## src/logic/pcr_pkg.sv

```systemverilog
package pcr_pkg;
  // ==========================================================================
  // power modes
  localparam logic [1:0] PCR_MODE_RUN = 2'h0;
  localparam logic [1:0] PCR_MODE_STBY = 2'h1;
  localparam logic [1:0] PCR_MODE_SLEEP = 2'h2;
  localparam logic [1:0] PCR_MODE_DEEP = 2'h3;
  // ==========================================================================
  // clock sources
  localparam logic [1:0] PCR_SRC_XTAL = 2'h0;
  localparam logic [1:0] PCR_SRC_LPXTAL = 2'h1;
  localparam logic [1:0] PCR_SRC_FRC = 2'h2;
  localparam logic [1:0] PCR_SRC_LPRC = 2'h3;
  localparam logic [2:0] PCR_DIV_RST = 3'h1;
  // ==========================================================================
  // reset causes, one-hot
  localparam int PCR_NCAUSE = 5;
  localparam int PCR_C_POR = 0;
  localparam int PCR_C_WAKE = 1;
  localparam int PCR_C_DEEP = 2;
  localparam int PCR_C_WDOG = 3;
  localparam int PCR_C_SW = 4;
  // ==========================================================================
  // interrupts
  localparam int PCR_NIRQ = 22;
  localparam logic [15:0] PCR_VEC_BASE = 16'h0003;
  localparam logic [15:0] PCR_VEC_STEP = 16'h0008;
  localparam logic [15:0] PCR_RESET_PC = 16'h0000;
  // ==========================================================================
  // timing
  localparam int PCR_CLK_MHZ = 250;
  localparam int PCR_SWITCH_NS = 16;
  localparam int PCR_SWITCH_CYC = (PCR_SWITCH_NS * PCR_CLK_MHZ + 999) / 1000;
  localparam logic [15:0] PCR_MON_RST = 16'h0100;
  localparam int PCR_TRIM_W = 8;
  localparam logic [7:0] PCR_TRIM_RST = 8'h80;
  localparam int PCR_NSCR = 4;
  localparam int PCR_RSTSYNC = 2;
endpackage

```

## src/logic/pcr_scratch_mem.sv

```systemverilog
`timescale 1ns/1ps
// ==========================================================================
// retained scratch bytes: no reset, contents survive every core reset
module pcr_scratch_mem
  import pcr_pkg::*;
(
  input wire logic clk,
  input wire logic we,
  input wire logic [1:0] addr,
  input wire logic [7:0] wdata,
  output logic [7:0] rdata
);
  logic [7:0] mem [PCR_NSCR];

  // write port; no reset on purpose so the bytes outlive any reset
  always_ff @(posedge clk) begin
    if (we) begin
      mem[addr] <= wdata;
    end
  end

  // registered read
  always_ff @(posedge clk) begin
    rdata <= mem[addr];
  end
endmodule

```

## src/logic/pcr_ctrl.sv

```systemverilog
`timescale 1ns/1ps
// Functional notes
// (RULE1) two-bit field picks run, standby, sleep, deep
// (RULE2) standby halts core, exits on enabled interrupt
// (RULE3) sleep powers down core and peripherals
// (RULE4) two xram blocks retained individually in sleep
// (RULE5) sleep exits on port or controller interrupt
// (RULE6) deep sleep keeps only four scratch bytes
// (RULE7) deep sleep exits only on wake pin low
// (RULE8) system clock from one of four oscillators
// (RULE9) power-of-two prescaler on selected oscillator
// (RULE10) reset selects fast rc divided by two
// (RULE11) clock switch any time, glitch free
// (RULE12) switch waits until new oscillator runs
// (RULE13) readable clock switch status
// (RULE14) clock monitor falls back to fast rc
// (RULE15) frequency locked loop trims internal oscillator
// (RULE16) reference lost keeps last trim value
// (RULE17) fetch begins at address zero after reset
// (RULE18) reset restores defaults except scratch bytes
// (RULE19) core reset on por, wake, watchdog, software
// (RULE20) last reset cause readable by software
// (RULE21) 22 sources, enable and two priorities each
// (RULE22) vectors at 0x0003 stepping eight bytes
// (RULE23) core reset async assert, sync release
module pcr_ctrl
  import pcr_pkg::*;
(
  input wire logic clk,
  input wire logic arst_n,
  input wire logic power_control_register_we,
  input wire logic [1:0] power_control_register_mode,
  output logic [1:0] power_mode,
  output logic [PCR_NCAUSE-1:0] reset_cause,
  output logic core_halt,
  output logic periph_off,
  output logic radio_off,
  input wire logic [1:0] xram_keep,
  output logic [1:0] xram_off,
  input wire logic wake_pin,
  input wire logic [PCR_NIRQ-1:0] irq_pending,
  input wire logic [PCR_NIRQ-1:0] irq_enable,
  input wire logic [PCR_NIRQ-1:0] irq_priority,
  input wire logic [PCR_NIRQ-1:0] irq_wake_src,
  output logic irq_req,
  output logic [15:0] irq_vector,
  output logic [15:0] reset_pc,
  input wire logic watchdog_expire,
  input wire logic sw_reset,
  output logic core_rst_n,
  input wire logic clk_we,
  input wire logic [1:0] clk_src,
  input wire logic [2:0] clk_div,
  input wire logic [3:0] osc_running,
  output logic [1:0] clk_sel,
  output logic [2:0] clk_div_sel,
  output logic clk_switching,
  output logic [1:0] clk_pending_src,
  input wire logic sys_clk_edge,
  input wire logic [15:0] mon_limit,
  output logic clk_mon_trip,
  input wire logic fll_en,
  input wire logic fll_ref_running,
  input wire logic fll_fast,
  input wire logic fll_slow,
  output logic [PCR_TRIM_W-1:0] osc_trim,
  input wire logic scr_we,
  input wire logic [1:0] scr_addr,
  input wire logic [7:0] scr_wdata,
  output logic [7:0] scr_rdata
);
  // ==========================================================================
  // pin synchronisers
  logic wake_s1_q, wake_s2_q;
  logic [3:0] osc_s1_q, osc_s2_q;
  logic ref_s1_q, ref_s2_q;

  // pins come from other domains; only the second stage is read
  always_ff @(posedge clk or negedge arst_n) begin
    if (!arst_n) begin
      wake_s1_q <= 1'b1;
      wake_s2_q <= 1'b1;
      osc_s1_q <= 4'h0;
      osc_s2_q <= 4'h0;
      ref_s1_q <= 1'b0;
      ref_s2_q <= 1'b0;
    end else begin
      wake_s1_q <= wake_pin;
      wake_s2_q <= wake_s1_q;
      osc_s1_q <= osc_running;
      osc_s2_q <= osc_s1_q;
      ref_s1_q <= fll_ref_running;
      ref_s2_q <= ref_s1_q;
    end
  end

  // ==========================================================================
  // power mode state machine
  typedef enum logic [3:0] {
    PCR_ST_RUN = 4'h1,
    PCR_ST_STBY = 4'h2,
    PCR_ST_SLEEP = 4'h4,
    PCR_ST_DEEP = 4'h8
  } pcr_state_t;
  pcr_state_t state_q;
  logic wake_irq, any_irq, leave_pulse;

  assign any_irq = |(irq_pending & irq_enable); // RULE2
  assign wake_irq = |(irq_pending & irq_enable & irq_wake_src); // RULE5

  // mode change by software write, exits by wake events
  always_ff @(posedge clk or negedge arst_n) begin
    if (!arst_n) begin
      state_q <= PCR_ST_RUN;
    end else begin
      case (state_q)
        PCR_ST_RUN: begin
          if (power_control_register_we) begin // RULE1
            case (power_control_register_mode)
              PCR_MODE_STBY: state_q <= PCR_ST_STBY;
              PCR_MODE_SLEEP: state_q <= PCR_ST_SLEEP;
              PCR_MODE_DEEP: state_q <= PCR_ST_DEEP;
              default: state_q <= PCR_ST_RUN;
            endcase
          end
        end
        PCR_ST_STBY: if (any_irq) state_q <= PCR_ST_RUN; // RULE2
        PCR_ST_SLEEP: if (wake_irq) state_q <= PCR_ST_RUN; // RULE5
        PCR_ST_DEEP: if (!wake_s2_q) state_q <= PCR_ST_RUN; // RULE7
        default: state_q <= PCR_ST_RUN;
      endcase
    end
  end

  // leaving sleep or deep sleep restarts the core
  assign leave_pulse = (state_q == PCR_ST_SLEEP && wake_irq) ||
                       (state_q == PCR_ST_DEEP && !wake_s2_q); // RULE19

  always_comb begin
    case (state_q)
      PCR_ST_STBY: power_mode = PCR_MODE_STBY;
      PCR_ST_SLEEP: power_mode = PCR_MODE_SLEEP;
      PCR_ST_DEEP: power_mode = PCR_MODE_DEEP;
      default: power_mode = PCR_MODE_RUN;
    endcase
  end

  // power gating outputs per mode
  assign core_halt = (state_q != PCR_ST_RUN); // RULE2
  assign periph_off = (state_q == PCR_ST_SLEEP) || (state_q == PCR_ST_DEEP); // RULE3
  assign radio_off = (state_q == PCR_ST_DEEP); // RULE6
  // in sleep xram blocks dropped unless software keeps them; deep loses both
  assign xram_off = (state_q == PCR_ST_SLEEP) ? ~xram_keep : // RULE4
                    (state_q == PCR_ST_DEEP) ? 2'h3 : 2'h0; // RULE6

  // ==========================================================================
  // core reset and reset cause
  logic [PCR_RSTSYNC-1:0] rst_sh_q;
  logic cause_req;
  logic [PCR_NCAUSE-1:0] cause_d;

  // any of these forces a fresh core reset
  assign cause_req = leave_pulse || watchdog_expire || sw_reset; // RULE19

  always_comb begin
    cause_d = '0;
    if (leave_pulse && state_q == PCR_ST_DEEP) cause_d[PCR_C_DEEP] = 1'b1;
    else if (leave_pulse) cause_d[PCR_C_WAKE] = 1'b1;
    else if (watchdog_expire) cause_d[PCR_C_WDOG] = 1'b1;
    else cause_d[PCR_C_SW] = 1'b1;
  end

  // last cause held until the next reset event
  always_ff @(posedge clk or negedge arst_n) begin
    if (!arst_n) begin
      reset_cause <= PCR_NCAUSE'(1) << PCR_C_POR; // RULE20
    end else if (cause_req) begin
      reset_cause <= cause_d; // RULE20
    end
  end

  // async assert from pin, release after two clean clock edges
  always_ff @(posedge clk or negedge arst_n) begin
    if (!arst_n) begin
      rst_sh_q <= '0; // RULE23
    end else if (cause_req) begin
      rst_sh_q <= '0; // RULE19
    end else begin
      rst_sh_q <= {rst_sh_q[PCR_RSTSYNC-2:0], 1'b1}; // RULE23
    end
  end
  assign core_rst_n = rst_sh_q[PCR_RSTSYNC-1];
  assign reset_pc = PCR_RESET_PC; // RULE17

  // ==========================================================================
  // interrupt priority and vector
  logic [4:0] irq_idx_d;
  logic irq_hit_d;
  logic [PCR_NIRQ-1:0] act;

  assign act = irq_pending & irq_enable; // RULE21

  // high-priority first, lowest index wins within a level
  always_comb begin
    irq_idx_d = 5'h0;
    irq_hit_d = 1'b0;
    for (int i = PCR_NIRQ - 1; i >= 0; i--) begin
      if (act[i] && !irq_priority[i]) begin
        irq_idx_d = 5'(i);
        irq_hit_d = 1'b1;
      end
    end
    for (int i = PCR_NIRQ - 1; i >= 0; i--) begin
      if (act[i] && irq_priority[i]) begin // RULE21
        irq_idx_d = 5'(i);
        irq_hit_d = 1'b1;
      end
    end
  end

  always_ff @(posedge clk or negedge arst_n) begin
    if (!arst_n) begin
      irq_req <= 1'b0;
      irq_vector <= PCR_VEC_BASE;
    end else begin
      irq_req <= irq_hit_d;
      irq_vector <= PCR_VEC_BASE + 16'({irq_idx_d, 3'h0}); // RULE22
    end
  end

  // ==========================================================================
  // clock select, glitch-free switch and monitor
  logic [1:0] pend_q;
  logic [2:0] div_pend_q;
  logic busy_q;
  logic [7:0] sw_cnt_q;
  logic [15:0] mon_cnt_q;

  // new source waits for its oscillator, then a fixed handover gap
  always_ff @(posedge clk or negedge arst_n) begin
    if (!arst_n) begin
      clk_sel <= PCR_SRC_FRC; // RULE10
      clk_div_sel <= PCR_DIV_RST; // RULE10
      pend_q <= PCR_SRC_FRC;
      div_pend_q <= PCR_DIV_RST;
      busy_q <= 1'b0;
      sw_cnt_q <= 8'h0;
      clk_mon_trip <= 1'b0;
    end else if (mon_cnt_q >= mon_limit && mon_limit != 16'h0) begin
      clk_sel <= PCR_SRC_FRC; // RULE14
      clk_div_sel <= PCR_DIV_RST;
      pend_q <= PCR_SRC_FRC;
      div_pend_q <= PCR_DIV_RST;
      busy_q <= 1'b0;
      clk_mon_trip <= 1'b1;
    end else if (clk_we) begin // RULE11
      pend_q <= clk_src; // RULE8
      div_pend_q <= clk_div; // RULE9
      busy_q <= 1'b1;
      sw_cnt_q <= 8'h0;
    end else if (busy_q) begin
      if (osc_s2_q[pend_q]) begin // RULE12
        sw_cnt_q <= sw_cnt_q + 8'h1;
        if (sw_cnt_q == 8'(PCR_SWITCH_CYC - 1)) begin // RULE11
          clk_sel <= pend_q;
          clk_div_sel <= div_pend_q;
          busy_q <= 1'b0;
        end
      end
    end
  end
  assign clk_switching = busy_q; // RULE13
  assign clk_pending_src = pend_q; // RULE13

  // counts cycles without an edge of the system clock
  always_ff @(posedge clk or negedge arst_n) begin
    if (!arst_n) begin
      mon_cnt_q <= 16'h0;
    end else if (sys_clk_edge || busy_q || mon_cnt_q >= mon_limit) begin
      mon_cnt_q <= 16'h0;
    end else begin
      mon_cnt_q <= mon_cnt_q + 16'h1; // RULE14
    end
  end

  // ==========================================================================
  // frequency locked loop trim
  // one step per cycle; slow but never overshoots by more than an lsb
  always_ff @(posedge clk or negedge arst_n) begin
    if (!arst_n) begin
      osc_trim <= PCR_TRIM_RST;
    end else if (fll_en && ref_s2_q) begin // RULE15 RULE16
      if (fll_fast && osc_trim != '0) osc_trim <= osc_trim - 8'h1;
      else if (fll_slow && osc_trim != '1) osc_trim <= osc_trim + 8'h1;
    end
    // reference gone: trim simply holds (RULE16)
  end

  // ==========================================================================
  // retained scratch bytes, untouched by reset
  pcr_scratch_mem u_scratch (
    .clk(clk),
    .we(scr_we),
    .addr(scr_addr),
    .wdata(scr_wdata),
    .rdata(scr_rdata)
  ); // RULE18
endmodule

```

## config.mk

```make
export PLATFORM = sky130hd
export DESIGN_NAME = pcr_ctrl
export DESIGN_NICKNAME = d
export VERILOG_FILES = /design/src/logic/pcr_pkg.sv /design/src/logic/pcr_scratch_mem.sv /design/src/logic/pcr_ctrl.sv
export SDC_FILE = /design/constraint.sdc
export NUM_CORES = 1
export LEC_CHECK = 0
export ABC_AREA = 1
export BUFFER_PORTS_ARGS = -buffer_cell sky130_fd_sc_hd__buf_2
export CAP_MARGIN = 10
export CORE_MARGIN = 2
export CORE_UTILIZATION = 50
export CTS_BUF_LIST = sky130_fd_sc_hd__clkbuf_2 sky130_fd_sc_hd__clkbuf_4 sky130_fd_sc_hd__clkbuf_8
export DETAILED_ROUTE_END_ITERATION = 12
export HOLD_SLACK_MARGIN = 0.12
export PLACE_DENSITY = 0.81
export SYNTH_ARGS = -nofsm -noshare
export SYNTH_HDL_FRONTEND = slang
export SYNTH_SLANG_ARGS = --single-unit
```

## constraint.sdc

```tcl
create_clock -name clk -period 5.7 [get_ports clk]
set_input_delay 0.285 -clock clk [delete_from_list [all_inputs] [get_ports clk]]
set_output_delay 0.285 -clock clk [all_outputs]
set_load 0.02 [all_outputs]
```

==> results of run 1 <==
[metal layers]
metal | vias to the layer above | wire length [um]
met5 | - | 0
met3 | 17 | 833
li1 | 2850 | -
met4 | 0 | 230
met2 | 214 | 7900
met1 | 2552 | 5950
[repair_timing]
item,in CTS,in global routing
hold buffers,22,0
gates resized for setup,0,0
endpoints found under the setup margin,0,0
hold endpoints to repair,110,0
[power groups by stage]
stage	registers [mW]	logic, mW	clock network (mW)
finish	1.01	0.643	0.755
global route	1.02	0.725	0.810
global placement	1.02	0.615	0
floorplan	1.09	0.354	0
detailed placement	1.02	0.629	0
CTS	1.01	0.644	0.769
[worst paths after layout]
| check | cells past startpoint | to | startpoint |
|---|---|---|---|
| min in group asynchronous | 2 | rst_sh_q[0]$_DFF_PN0_ | arst_n |
| max in group asynchronous | 2 | irq_req$_DFF_PN0_ | arst_n |
| hold / removal | 3 | div_pend_q[2]$_DFFE_PN0P_ | clk_div[2] |
| setup / recovery | 15 | osc_trim[7]$_DFFE_PN1P_ | osc_trim[7]$_DFFE_PN1P_ |
| setup reg to reg | 15 | osc_trim[7]$_DFFE_PN1P_ | osc_trim[7]$_DFFE_PN1P_ |
| hold reg to reg | 0 | osc_s2_q[0]$_DFF_PN0_ | osc_s1_q[0]$_DFF_PN0_ |
[cell type report]
cell class	instances	area, um2
Clock buffer	17	234
Clock inverter	15	174
Fill cell	1037	4270
Inverter	117	439
Multi-Input combinational cell	512	2610
Sequential cell	113	2960
Tap cell	147	184
Timing Repair Buffer	207	1150
[sequential cells by signal, summed over array words and instances (netlist names), 3 cells and up]
register,count
irq_vector,5
mon_cnt_q,16
sw_cnt_q,8
u_scratch.mem,32
osc_trim,8
state_q,4
osc_s1_q,4
osc_s2_q,4
u_scratch.rdata,8
div_pend_q,3
clk_div_sel,3
reset_cause,5
[cells by family after synthesis]
kind of cell	count (synthesis)	share of synthesized area
AO/OA/AOI/OAI	96	0.0951
other	2	0.00122
XOR/XNOR	10	0.0143
adder cells (fa/ha/maj)	25	0.0521
flip-flops	113	0.482
AND/OR/NAND/NOR	354	0.246
buffers and inverters	151	0.109
[cells in the mapped netlist]
master / instances / area share
and3_1: 3 / 0.0031
or2_1: 1 / 0.0010
dfstp_2: 9 / 0.039
nor3b_1: 8 / 0.0098
nor3_1: 18 / 0.015
o21a_1: 1 / 0.0012
conb_1: 2 / 0.0012
nor4_1: 11 / 0.011
a21oi_2: 1 / 0.0014
a22o_1: 7 / 0.010
o21bai_1: 1 / 0.0012
xnor2_1: 3 / 0.0043
edfxtp_1: 32 / 0.16
o221a_2: 1 / 0.0018
buf_4: 28 / 0.034
o21ai_0: 33 / 0.027
a31oi_1: 4 / 0.0041
buf_1: 1 / 0.00061
nand4_1: 13 / 0.013
a22oi_1: 8 / 0.0098
a21oi_1: 29 / 0.024
dfrtp_1: 64 / 0.26
or2_2: 4 / 0.0041
nand3_1: 40 / 0.033
inv_1: 117 / 0.072
a221oi_1: 3 / 0.0043
fa_1: 1 / 0.0033
o32ai_1: 3 / 0.0043
ha_1: 24 / 0.049
dfxtp_1: 8 / 0.026
xor2_1: 7 / 0.010
o221ai_1: 1 / 0.0014
nand2_1: 172 / 0.11
a21boi_0: 3 / 0.0037
o22a_1: 1 / 0.0014
clkbuf_1: 5 / 0.0031
nor2_1: 84 / 0.051
[tightest hold or removal path, delay by kind of cell]
| kind | cells | cell delay [ns] |
|---|---|---|
| buf+inv | 1 | 0.10 |
| simple gates | 1 | 0.05 |
| compound gates | 1 | 0.07 |
[per-stage QoR]
step,worst slack [ns],power [mW]
after floorplan,2.92,1.44
after global placement,2.79,1.64
after detailed placement,2.69,1.65
after CTS,2.67,2.42
after global routing,2.29,2.56
final,2.65,2.41
==> flow_summary.ini, run 1 <==
[outcome]
status = complete, no violations

[timing]
hold-worst-slack_ns = 0.139
skew_ns = 0.00882
rsz0062_at_grt = no
worst_pin_slew_ns = 0.915
hold_violations = 0
relSlewSlack = 0.390
fin_crit_ns = 3.05
finalSetupViolCount = 0
fin_crit_sh = 0.534
tns_ns = 0
slew_viol_final = 0
max_freq_mhz = 328

[clock_tree]
htree_levels = 4
cts-root-buf = clkbuf_8
postCtsSetupBuffers = 0
cts_buffers = 17
cts.reportedPaths.clkPinSlew_ns = 0.07
clock_sinks = 113
clockBufferDepth = 2
cts_tree = done
insertion_delay_ns = 0.42

[worst_setup_path]
cp.arrival_ns = 3.39
critPathMaxStageDelay_ns = 0.63
worst-path-max-fanout = 7
crit_required_ns = 6.04
cp_common_cell = a21oi_1
cp.buffers_inverters = 2
rrSetupSlack_ns = 2.65
startpoint_type = flip-flop
crit_path_end_kind = flip-flop
crit_chain = nor4_1 -> a21boi_0 -> ha_1 -> a21oi_1 -> nand2_1 -> a21oi_1 -> inv_1 -> a21oi_1 -> nor2_1 -> nor2_1 -> inv_1 -> a21oi_1 -> a21oi_1 -> o21ai_0 -> xnor2_1
slowest_stage = a21boi_0
critical-path-top-delay-family = compound AO/OA/AOI/OAI gates
critPathKind = reg2reg

[grt]
grt_overflow = 0
first_global_vias = 5498
globalRouteMet1Util = 0.257
grtUsageTotal = 0.232
grt_pass1_wl_mm = 24.0
antenna_found_initial = 0
met2_usage = 0.445
top_usage_layer = met2
grt_use_met3 = 0.0432
grt_max_degree = 74

[finish]
final_common_cell = buf_2
fin_area_mm2 = 0.00775
final_cell_mix = buf_2 (182), nand2_1 (172), inv_1 (117)
finalNetCount = 1133
drive_above_1_share = 0.236
fin_util = 0.645
final_cells = 1128
n_antenna_cell = 0
areaGrowthSynthToFinish_pct = 26.1

[power_and_ir_drop]
seq_power_share = 0.420
switching_power_mw = 0.828
power_frac_clock = 0.313
max-vdd-ir-drop_mv = 0.125
combPwrFrac = 0.267
power_leakage_nw = 4.12
p_int_mw = 1.58
swShare = 0.344
p_per_area_mw_per_mm2 = 311

[place]
port_buffers = 183
place_inst = 1073
dpl_cell_area_mm2 = 0.00711
hpwl_mm = 11.6
finalWeightedCongestion = 0.929

[floorplan]
coreArea_mm2 = 0.0120
rows = 40
dieHeight_um = 115
dieArea_mm2 = 0.0132
start_util = 0.511
die_w_um = 115
pin_count = 211

[route]
wl_mm = 14.9
final_antenna_net_count = 0
routed_via_density = 4.99
vias = 5633
drt_first_pass_iters = 5
wire_per_inst_um = 13.2
post-route-drc-count = 0
drt-initial-drc-count = 252

[synth]
yosysWarnings = 0
syn_area_per_cell_um2 = 8.18
syn_area_mm2 = 0.00614
ys_types = 37
ys_ff_latch = 113
seq_area_frac_synth = 0.482
synthCells = 751

[min_path]
hold_path_class = in2reg

[run]
cap_violations = 0
(Power assumes the default switching activity.)
==> inputs of run 2 (changes only) <==
==> constraint.sdc (replaced) <==
create_clock -name clk -period 2.9 [get_ports clk]
set_input_delay 0.145 -clock clk [delete_from_list [all_inputs] [get_ports clk]]
set_output_delay 0.145 -clock clk [all_outputs]
set_load 0.02 [all_outputs]
==> run 2 against run 1 <==
  * Non-clock buffer count up 20
  * Routed wire length increased by 3.6%
  * Critical path depth increased by 4
  * Design area increased by 2.2%
  * Worst hold slack worse by 0.047 ns
  * Clock skew grew 0.0029 ns
  * Core utilization rose by 1.4 points
  * Setup slack got worse by 2.4 ns
  * Via count is 3.0% higher
  * Maximum frequency grew 14%
  * Final cell count grew 1.8%
  * Critical path type unchanged
  * Largest cell class unchanged
==> flow_summary.ini, run 2 (synthesis results as in run 1) <==
[clock_tree]
cts_buffers = 17
clock_sinks = 113
cts.reportedPaths.clkPinSlew_ns = 0.07
cts-root-buf = clkbuf_8
clockBufferDepth = 2
htree_levels = 4
insertion_delay_ns = 0.43
cts_tree = done

[grt]
first_global_vias = 5621
antenna_found_initial = 0
grt_max_degree = 74
grtUsageTotal = 0.238
grt_pass1_wl_mm = 24.5
grt_overflow = 0

[finish]
reg_top3 = u_scratch.mem x32, mon_cnt_q x16
largest_reg_flops = 32
seq_area_mm2 = 0.00296
final_common_cell = buf_2
final_cell_mix = buf_2 (182), nand2_1 (171), inv_1 (116)
drive_above_1_share = 0.254
finalNetCount = 1153
multi_input_area_mm2 = 0.00266
areaGrowthSynthToFinish_pct = 28.9
fin_util = 0.659
top_register = u_scratch.mem
n_antenna_cell = 0
fin_area_mm2 = 0.00792
fillers = 990
final_cells = 1148

[timing]
hold_violations = 0
max_freq_mhz = 374
relSlewSlack = 0.396
skew_ns = 0.0117
hold-worst-slack_ns = 0.0919
worst_pin_slew_ns = 0.906
setup_ws_ns = 0.227
finalSetupViolCount = 0
fin_crit_ns = 2.67
slew_viol_final = 0
fin_crit_sh = 0.922

[place]
place_inst = 1077
dpl_worst_slack_ns = -0.0125
dpl_cell_area_mm2 = 0.00714
finalWeightedCongestion = 0.944
hpwl_mm = 11.8
port_buffers = 183

[run]
cap_violations = 0

[worst_setup_path]
critPathKind = reg2reg
crit_required_ns = 3.22
cp_common_cell = nand2_1
rr_endpoint = sw_cnt_q[7]$_DFFE_PN0P_
worst-path-max-fanout = 5
cp.buffers_inverters = 2
rrSetupSlack_ns = 0.23
critPathMaxStageDelay_ns = 0.35
slowest_stage = dfrtp_1
cp.arrival_ns = 2.99
crit_chain = inv_1 -> ha_1 -> inv_1 -> nand2_1 -> a21oi_1 -> o21ai_0 -> nand3_1 -> a21boi_0 -> o21a_1 -> nor2_1 -> o221a_2 -> o221ai_2 -> nand2_1 -> o21ai_2 -> nor3_2 -> and3_1 -> nand2_1 -> o21ai_0 -> a21oi_1
startpoint_type = flip-flop
crit_path_end_kind = flip-flop
critical-path-top-delay-family = compound AO/OA/AOI/OAI gates
r2r-start = mon_cnt_q[0]$_DFF_PN0_
reg2reg_depth = 19

[floorplan]
die_w_um = 115
pin_count = 211
rows = 40
coreArea_mm2 = 0.0120
dieHeight_um = 115
start_util = 0.511
dieArea_mm2 = 0.0132

[power_and_ir_drop]
p_per_area_mw_per_mm2 = 581
power_leakage_nw = 4.19
max-vdd-ir-drop_mv = 0.262

[route]
vias = 5802
drt_first_pass_iters = 5
final_antenna_net_count = 0
drt-initial-drc-count = 279
routed_via_density = 5.05
wire_per_inst_um = 13.5
post-route-drc-count = 0
wl_mm = 15.5

[min_path]
hold_path_class = in2reg
min_path_cells = 5
min_from = irq_priority[3]
holdPathEnd = irq_vector[3]$_DFF_PN0_

[outcome]
status = complete, no violations
run 2: cell count changes in the layout (fill, tap and decap cells not counted), sizes merged:
cell,previous run,this run
dlygate4sd3,22,34
buf,184,193
clkinv,5,9
inv,124,120
bufinv,2,0
clkinvlp,1,3
clkbuf,18,17
run 2: per-layer routing:
metal	vias to the layer above	global-route usage	share of wire
li1	2886	-	-
met1	2640	0.268	0.40
met2	243	0.440	0.51
met3	33	0.0453	0.061
met4	0	0.0996	0.028
met5	-	0	0
run 2: cell type report:
type                            count  area share
Multi-Input combinational cell    512       0.335
Clock inverter                     15      0.0142
Tap cell                          147      0.0232
Clock buffer                       17      0.0295
Inverter                          117      0.0555
Timing Repair Buffer              227       0.168
Sequential cell                   113       0.374
run 2: repair_timing:
item                                    CTS  global route
hold endpoints to repair                130             1
pin swaps                                 1             5
resized for setup                         1            17
hold buffers                             34             1
buffers inserted                          2             3
endpoints found under the setup margin    1            18
run 2: worst max path at each step:
stage                                  startpoint                 endpoint  slack [ns]  cells past startpoint
after floorplan           osc_trim[7]$_DFFE_PN1P_  osc_trim[7]$_DFFE_PN1P_        0.12                     15
after global placement     mon_cnt_q[0]$_DFF_PN0_  sw_cnt_q[7]$_DFFE_PN0P_        0.08                     19
after detailed placement   mon_cnt_q[0]$_DFF_PN0_  sw_cnt_q[7]$_DFFE_PN0P_       -0.01                     19
after CTS                         irq_pending[19]  irq_vector[3]$_DFF_PN0_        0.05                     45
after global routing       mon_cnt_q[0]$_DFF_PN0_  sw_cnt_q[7]$_DFFE_PN0P_       -0.02                     19
final                      mon_cnt_q[0]$_DFF_PN0_  sw_cnt_q[7]$_DFFE_PN0P_        0.23                     19
run 2: worst reg2reg max path, cell delays in order (launching register included):
cell      delay (ns)
dfrtp_1         0.35
inv_1           0.05
ha_1            0.26
inv_1           0.06
nand2_1         0.05
a21oi_1         0.11
o21ai_0         0.10
nand3_1         0.07
a21boi_0        0.07
o21a_1          0.17
nor2_1          0.10
o221a_2         0.21
o221ai_2        0.09
nand2_1         0.14
o21ai_2         0.12
nor3_2          0.16
and3_1          0.20
nand2_1         0.07
o21ai_0         0.14
a21oi_1         0.05
run 2: where the power goes:
| part | switching (mW) | internal, mW |
|---|---|---|
| Clock | 0.666 | 0.594 |
| Combinational | 0.820 | 0.533 |
| Sequential | 0.141 | 1.84 |
| Total | 1.63 | 2.97 |
run 2: per-stage QoR:
| step | setup TNS, ns | power [mW] |
|---|---|---|
| 2_1_floorplan | 0 | 2.83 |
| 3_3_place_gp | 0 | 3.23 |
| 3_5_place_dp | -0.0125 | 3.26 |
| 4_1_cts | 0 | 4.58 |
| 5_1_grt | -0.0239 | 4.89 |
| 6_report | 0 | 4.60 |
==> inputs of run 3 (changes only) <==
--- a/config.mk
+++ b/config.mk
@@ -5,7 +5,7 @@
 export SDC_FILE = /design/constraint.sdc
 export NUM_CORES = 1
 export LEC_CHECK = 0
-export ABC_AREA = 1
+export ABC_AREA = 0
 export BUFFER_PORTS_ARGS = -buffer_cell sky130_fd_sc_hd__buf_2
 export CAP_MARGIN = 10
 export CORE_MARGIN = 2
@@ -13,7 +13,8 @@
 export CTS_BUF_LIST = sky130_fd_sc_hd__clkbuf_2 sky130_fd_sc_hd__clkbuf_4 sky130_fd_sc_hd__clkbuf_8
 export DETAILED_ROUTE_END_ITERATION = 12
 export HOLD_SLACK_MARGIN = 0.12
-export PLACE_DENSITY = 0.81
+export MAX_ROUTING_LAYER = met4
+export PLACE_DENSITY = 0.8
 export SYNTH_ARGS = -nofsm -noshare
 export SYNTH_HDL_FRONTEND = slang
 export SYNTH_SLANG_ARGS = --single-unit
==> run 3 against run 2 <==
  * Die area up 5.6%
  * Synthesized area up 5.8%
  * Setup slack better by 0.0017 ns
  * Critical path type unchanged
  * Largest cell class is now multi-input gates
==> flow_summary.ini, run 3 <==
[synth]
synth.most_common_cell = dfrtp_1
synth-edff-count = 32
netlist_top_cells_count = dfrtp_1 (64), nand3_1 (60), nand2_1 (59), nor2_1 (47), edfxtp_1 (32)
syn_area_mm2 = 0.00650
yosysWarnings = 0
seq_area_frac_synth = 0.455
synthCells = 642
synth_top_area_cell = dfrtp_1
synthArstFlopShare = 0.646
synth_top_area_share = 0.246
syn_area_per_cell_um2 = 10.1
yosys-top-cells-area = dfrtp_1 (25%), edfxtp_1 (15%), ha_1 (4.6%)
ys_dominant_reg_cell = dfrtp_1
ys_ff_latch = 113
ys_types = 75

[worst_setup_path]
rrSetupSlack_ns = 0.23
crit_required_ns = 3.27
r2r-start = osc_trim[3]$_DFFE_PN0P_
critPathKind = reg2reg
startpoint_type = flip-flop
cp.arrival_ns = 3.04
reg2reg_depth = 10
worst-path-max-fanout = 7
crit_path_end_kind = flip-flop
rr_endpoint = osc_trim[7]$_DFFE_PN1P_

[power_and_ir_drop]
p_int_mw = 3.14
swShare = 0.355
power_leakage_nw = 3.85
p_per_area_mw_per_mm2 = 595
seq_power_share = 0.407
max-vdd-ir-drop_mv = 0.411
p_total_mw = 4.87
power_frac_clock = 0.306
switching_power_mw = 1.73
combPwrFrac = 0.287

[timing]
setup_ws_ns = 0.229
max_freq_mhz = 374
fin_crit_sh = 0.921
skew_ns = 0.0114
slew_viol_final = 0
hold_violations = 0
rsz0062_at_grt = no
finalSetupViolCount = 0
fin_crit_ns = 2.67
worst_pin_slew_ns = 0.912
tns_ns = 0
relSlewSlack = 0.392

[floorplan]
die_w_um = 118
dieHeight_um = 118
start_util = 0.513
rows = 41
pin_count = 211
coreArea_mm2 = 0.0127
dieArea_mm2 = 0.0139

[route]
routed_via_density = 5.47
drt_first_pass_iters = 4
vias = 5746
wl_mm = 16.7
wire_per_inst_um = 15.9
final_antenna_net_count = 0
drt-initial-drc-count = 388
post-route-drc-count = 0

[place]
dpl_cell_area_mm2 = 0.00749
port_buffers = 183
finalWeightedCongestion = 0.989
hpwl_mm = 12.7
dpl_worst_slack_ns = 0.225

[min_path]
holdPathEnd = u_scratch.rdata[0]$_DFF_P_
hold_path_class = in2reg
min_from = scr_addr[1]
min_path_cells = 2

[finish]
drive_above_1_share = 0.300
n_antenna_cell = 0
multi_input_area_mm2 = 0.00327
fin_util = 0.646
finalNetCount = 1030
reg_top3 = u_scratch.mem x32, mon_cnt_q x16
final_cell_mix = buf_2 (182), dfrtp_1 (64), nand3_1 (60)
seq_area_mm2 = 0.00296
fillers = 1068
fin_area_mm2 = 0.00819
areaGrowthSynthToFinish_pct = 25.9
top_register = u_scratch.mem
final_common_cell = buf_2
largest_reg_flops = 32

[clock_tree]
cts_buffers = 17
cts.reportedPaths.clkPinSlew_ns = 0.08
cts_tree = done
htree_levels = 4
clockBufferDepth = 2
cts-root-buf = clkbuf_8
clock_sinks = 113
insertion_delay_ns = 0.45

[grt]
grt_pass1_wl_mm = 27.6
grtUsageTotal = 0.256
first_global_vias = 5772
met2_usage = 0.415
top_usage_layer = met2
antenna_found_initial = 0
globalRouteMet1Util = 0.318
grt_use_met3 = 0.0601
grt_overflow = 0
grt_max_degree = 74

[run]
cap_violations = 0

[outcome]
status = complete, no violations
==> run 3: cell count changes in the layout (fill, tap and decap cells not counted), sizes merged, moves of 10 or more <==
cell and delta:
a21oi -10, and3b +13, inv -79, nand2 -111, nand3 +20, nand3b +14, nor2 -27, nor2b +11
nor3 -12, xnor2 +11
==> run 3: worst max-delay path by stage <==
stage / startpoint / end / slack [ns]
6_report: osc_trim[3]$_DFFE_PN0P_ / osc_trim[7]$_DFFE_PN1P_ / 0.23
5_1_grt: osc_trim[1]$_DFFE_PN0P_ / osc_trim[7]$_DFFE_PN1P_ / 0.05
4_1_cts: osc_trim[3]$_DFFE_PN0P_ / osc_trim[6]$_DFFE_PN0P_ / 0.20
3_5_place_dp: osc_trim[3]$_DFFE_PN0P_ / osc_trim[6]$_DFFE_PN0P_ / 0.23
3_3_place_gp: osc_trim[3]$_DFFE_PN0P_ / osc_trim[6]$_DFFE_PN0P_ / 0.27
2_1_floorplan: osc_trim[3]$_DFFE_PN0P_ / osc_trim[7]$_DFFE_PN1P_ / 0.21
==> run 3: layout make-up <==
class	instances	share of cell area
Multi-Input combinational cell	488	0.399
Sequential cell	113	0.362
Timing Repair Buffer	216	0.151
Clock buffer	17	0.0286
Tap cell	172	0.0263
Clock inverter	15	0.0199
Inverter	29	0.0133
==> run 3: critical path: stages (launching register included) <==
cell      delay [ns]
dfrtp_1         0.42
or4_1           0.54
o21ai_1         0.23
inv_2           0.12
ha_1            0.36
nand3_1         0.12
o211ai_1        0.13
o41ai_2         0.25
xnor2_1         0.17
nand2_1         0.09
xnor2_1         0.17
==> run 3: logic make-up after synthesis <==
group / Yosys count / synth area share
fa+ha+maj: 25 / 0.0493
other cells: 2 / 0.00116
simple gates: 295 / 0.250
mux: 20 / 0.0489
compound gates: 100 / 0.110
flops: 113 / 0.455
buf+inv: 66 / 0.0579
xor+xnor: 21 / 0.0283
==> run 3: timing repair <==
action,4_1_cts,5_1_grt
buffers inserted,0,0
hold buffers,29,0
endpoints found under the setup margin,0,2
resized for setup,0,2
endpoints found under the hold margin,118,0
==> run 3: layer usage <==
metal / up-vias / wire length [um] / share of wire
li1: 2767 / - / -
met1: 2711 / 7050 / 0.42
met3: 25 / 1060 / 0.064
met5: - / 0 / 0
met4: 0 / 260 / 0.016
met2: 243 / 8300 / 0.50
==> run 3: power groups by stage <==
stage	clock network (mW)	logic [mW]	registers, mW
2_1_floorplan	0	0.739	2.14
3_3_place_gp	0	1.28	2.00
3_5_place_dp	0	1.31	2.01
4_1_cts	1.52	1.37	1.98
5_1_grt	1.59	1.53	2.01
6_report	1.49	1.40	1.98
==> run 3: stage by stage <==
stage / hold slack [ns] / cells
2_1_floorplan: -0.151 / 667
3_3_place_gp: 0.253 / 989
3_5_place_dp: 0.255 / 989
4_1_cts: 0.129 / 1050
5_1_grt: 0.151 / 1050
6_report: 0.165 / 1050
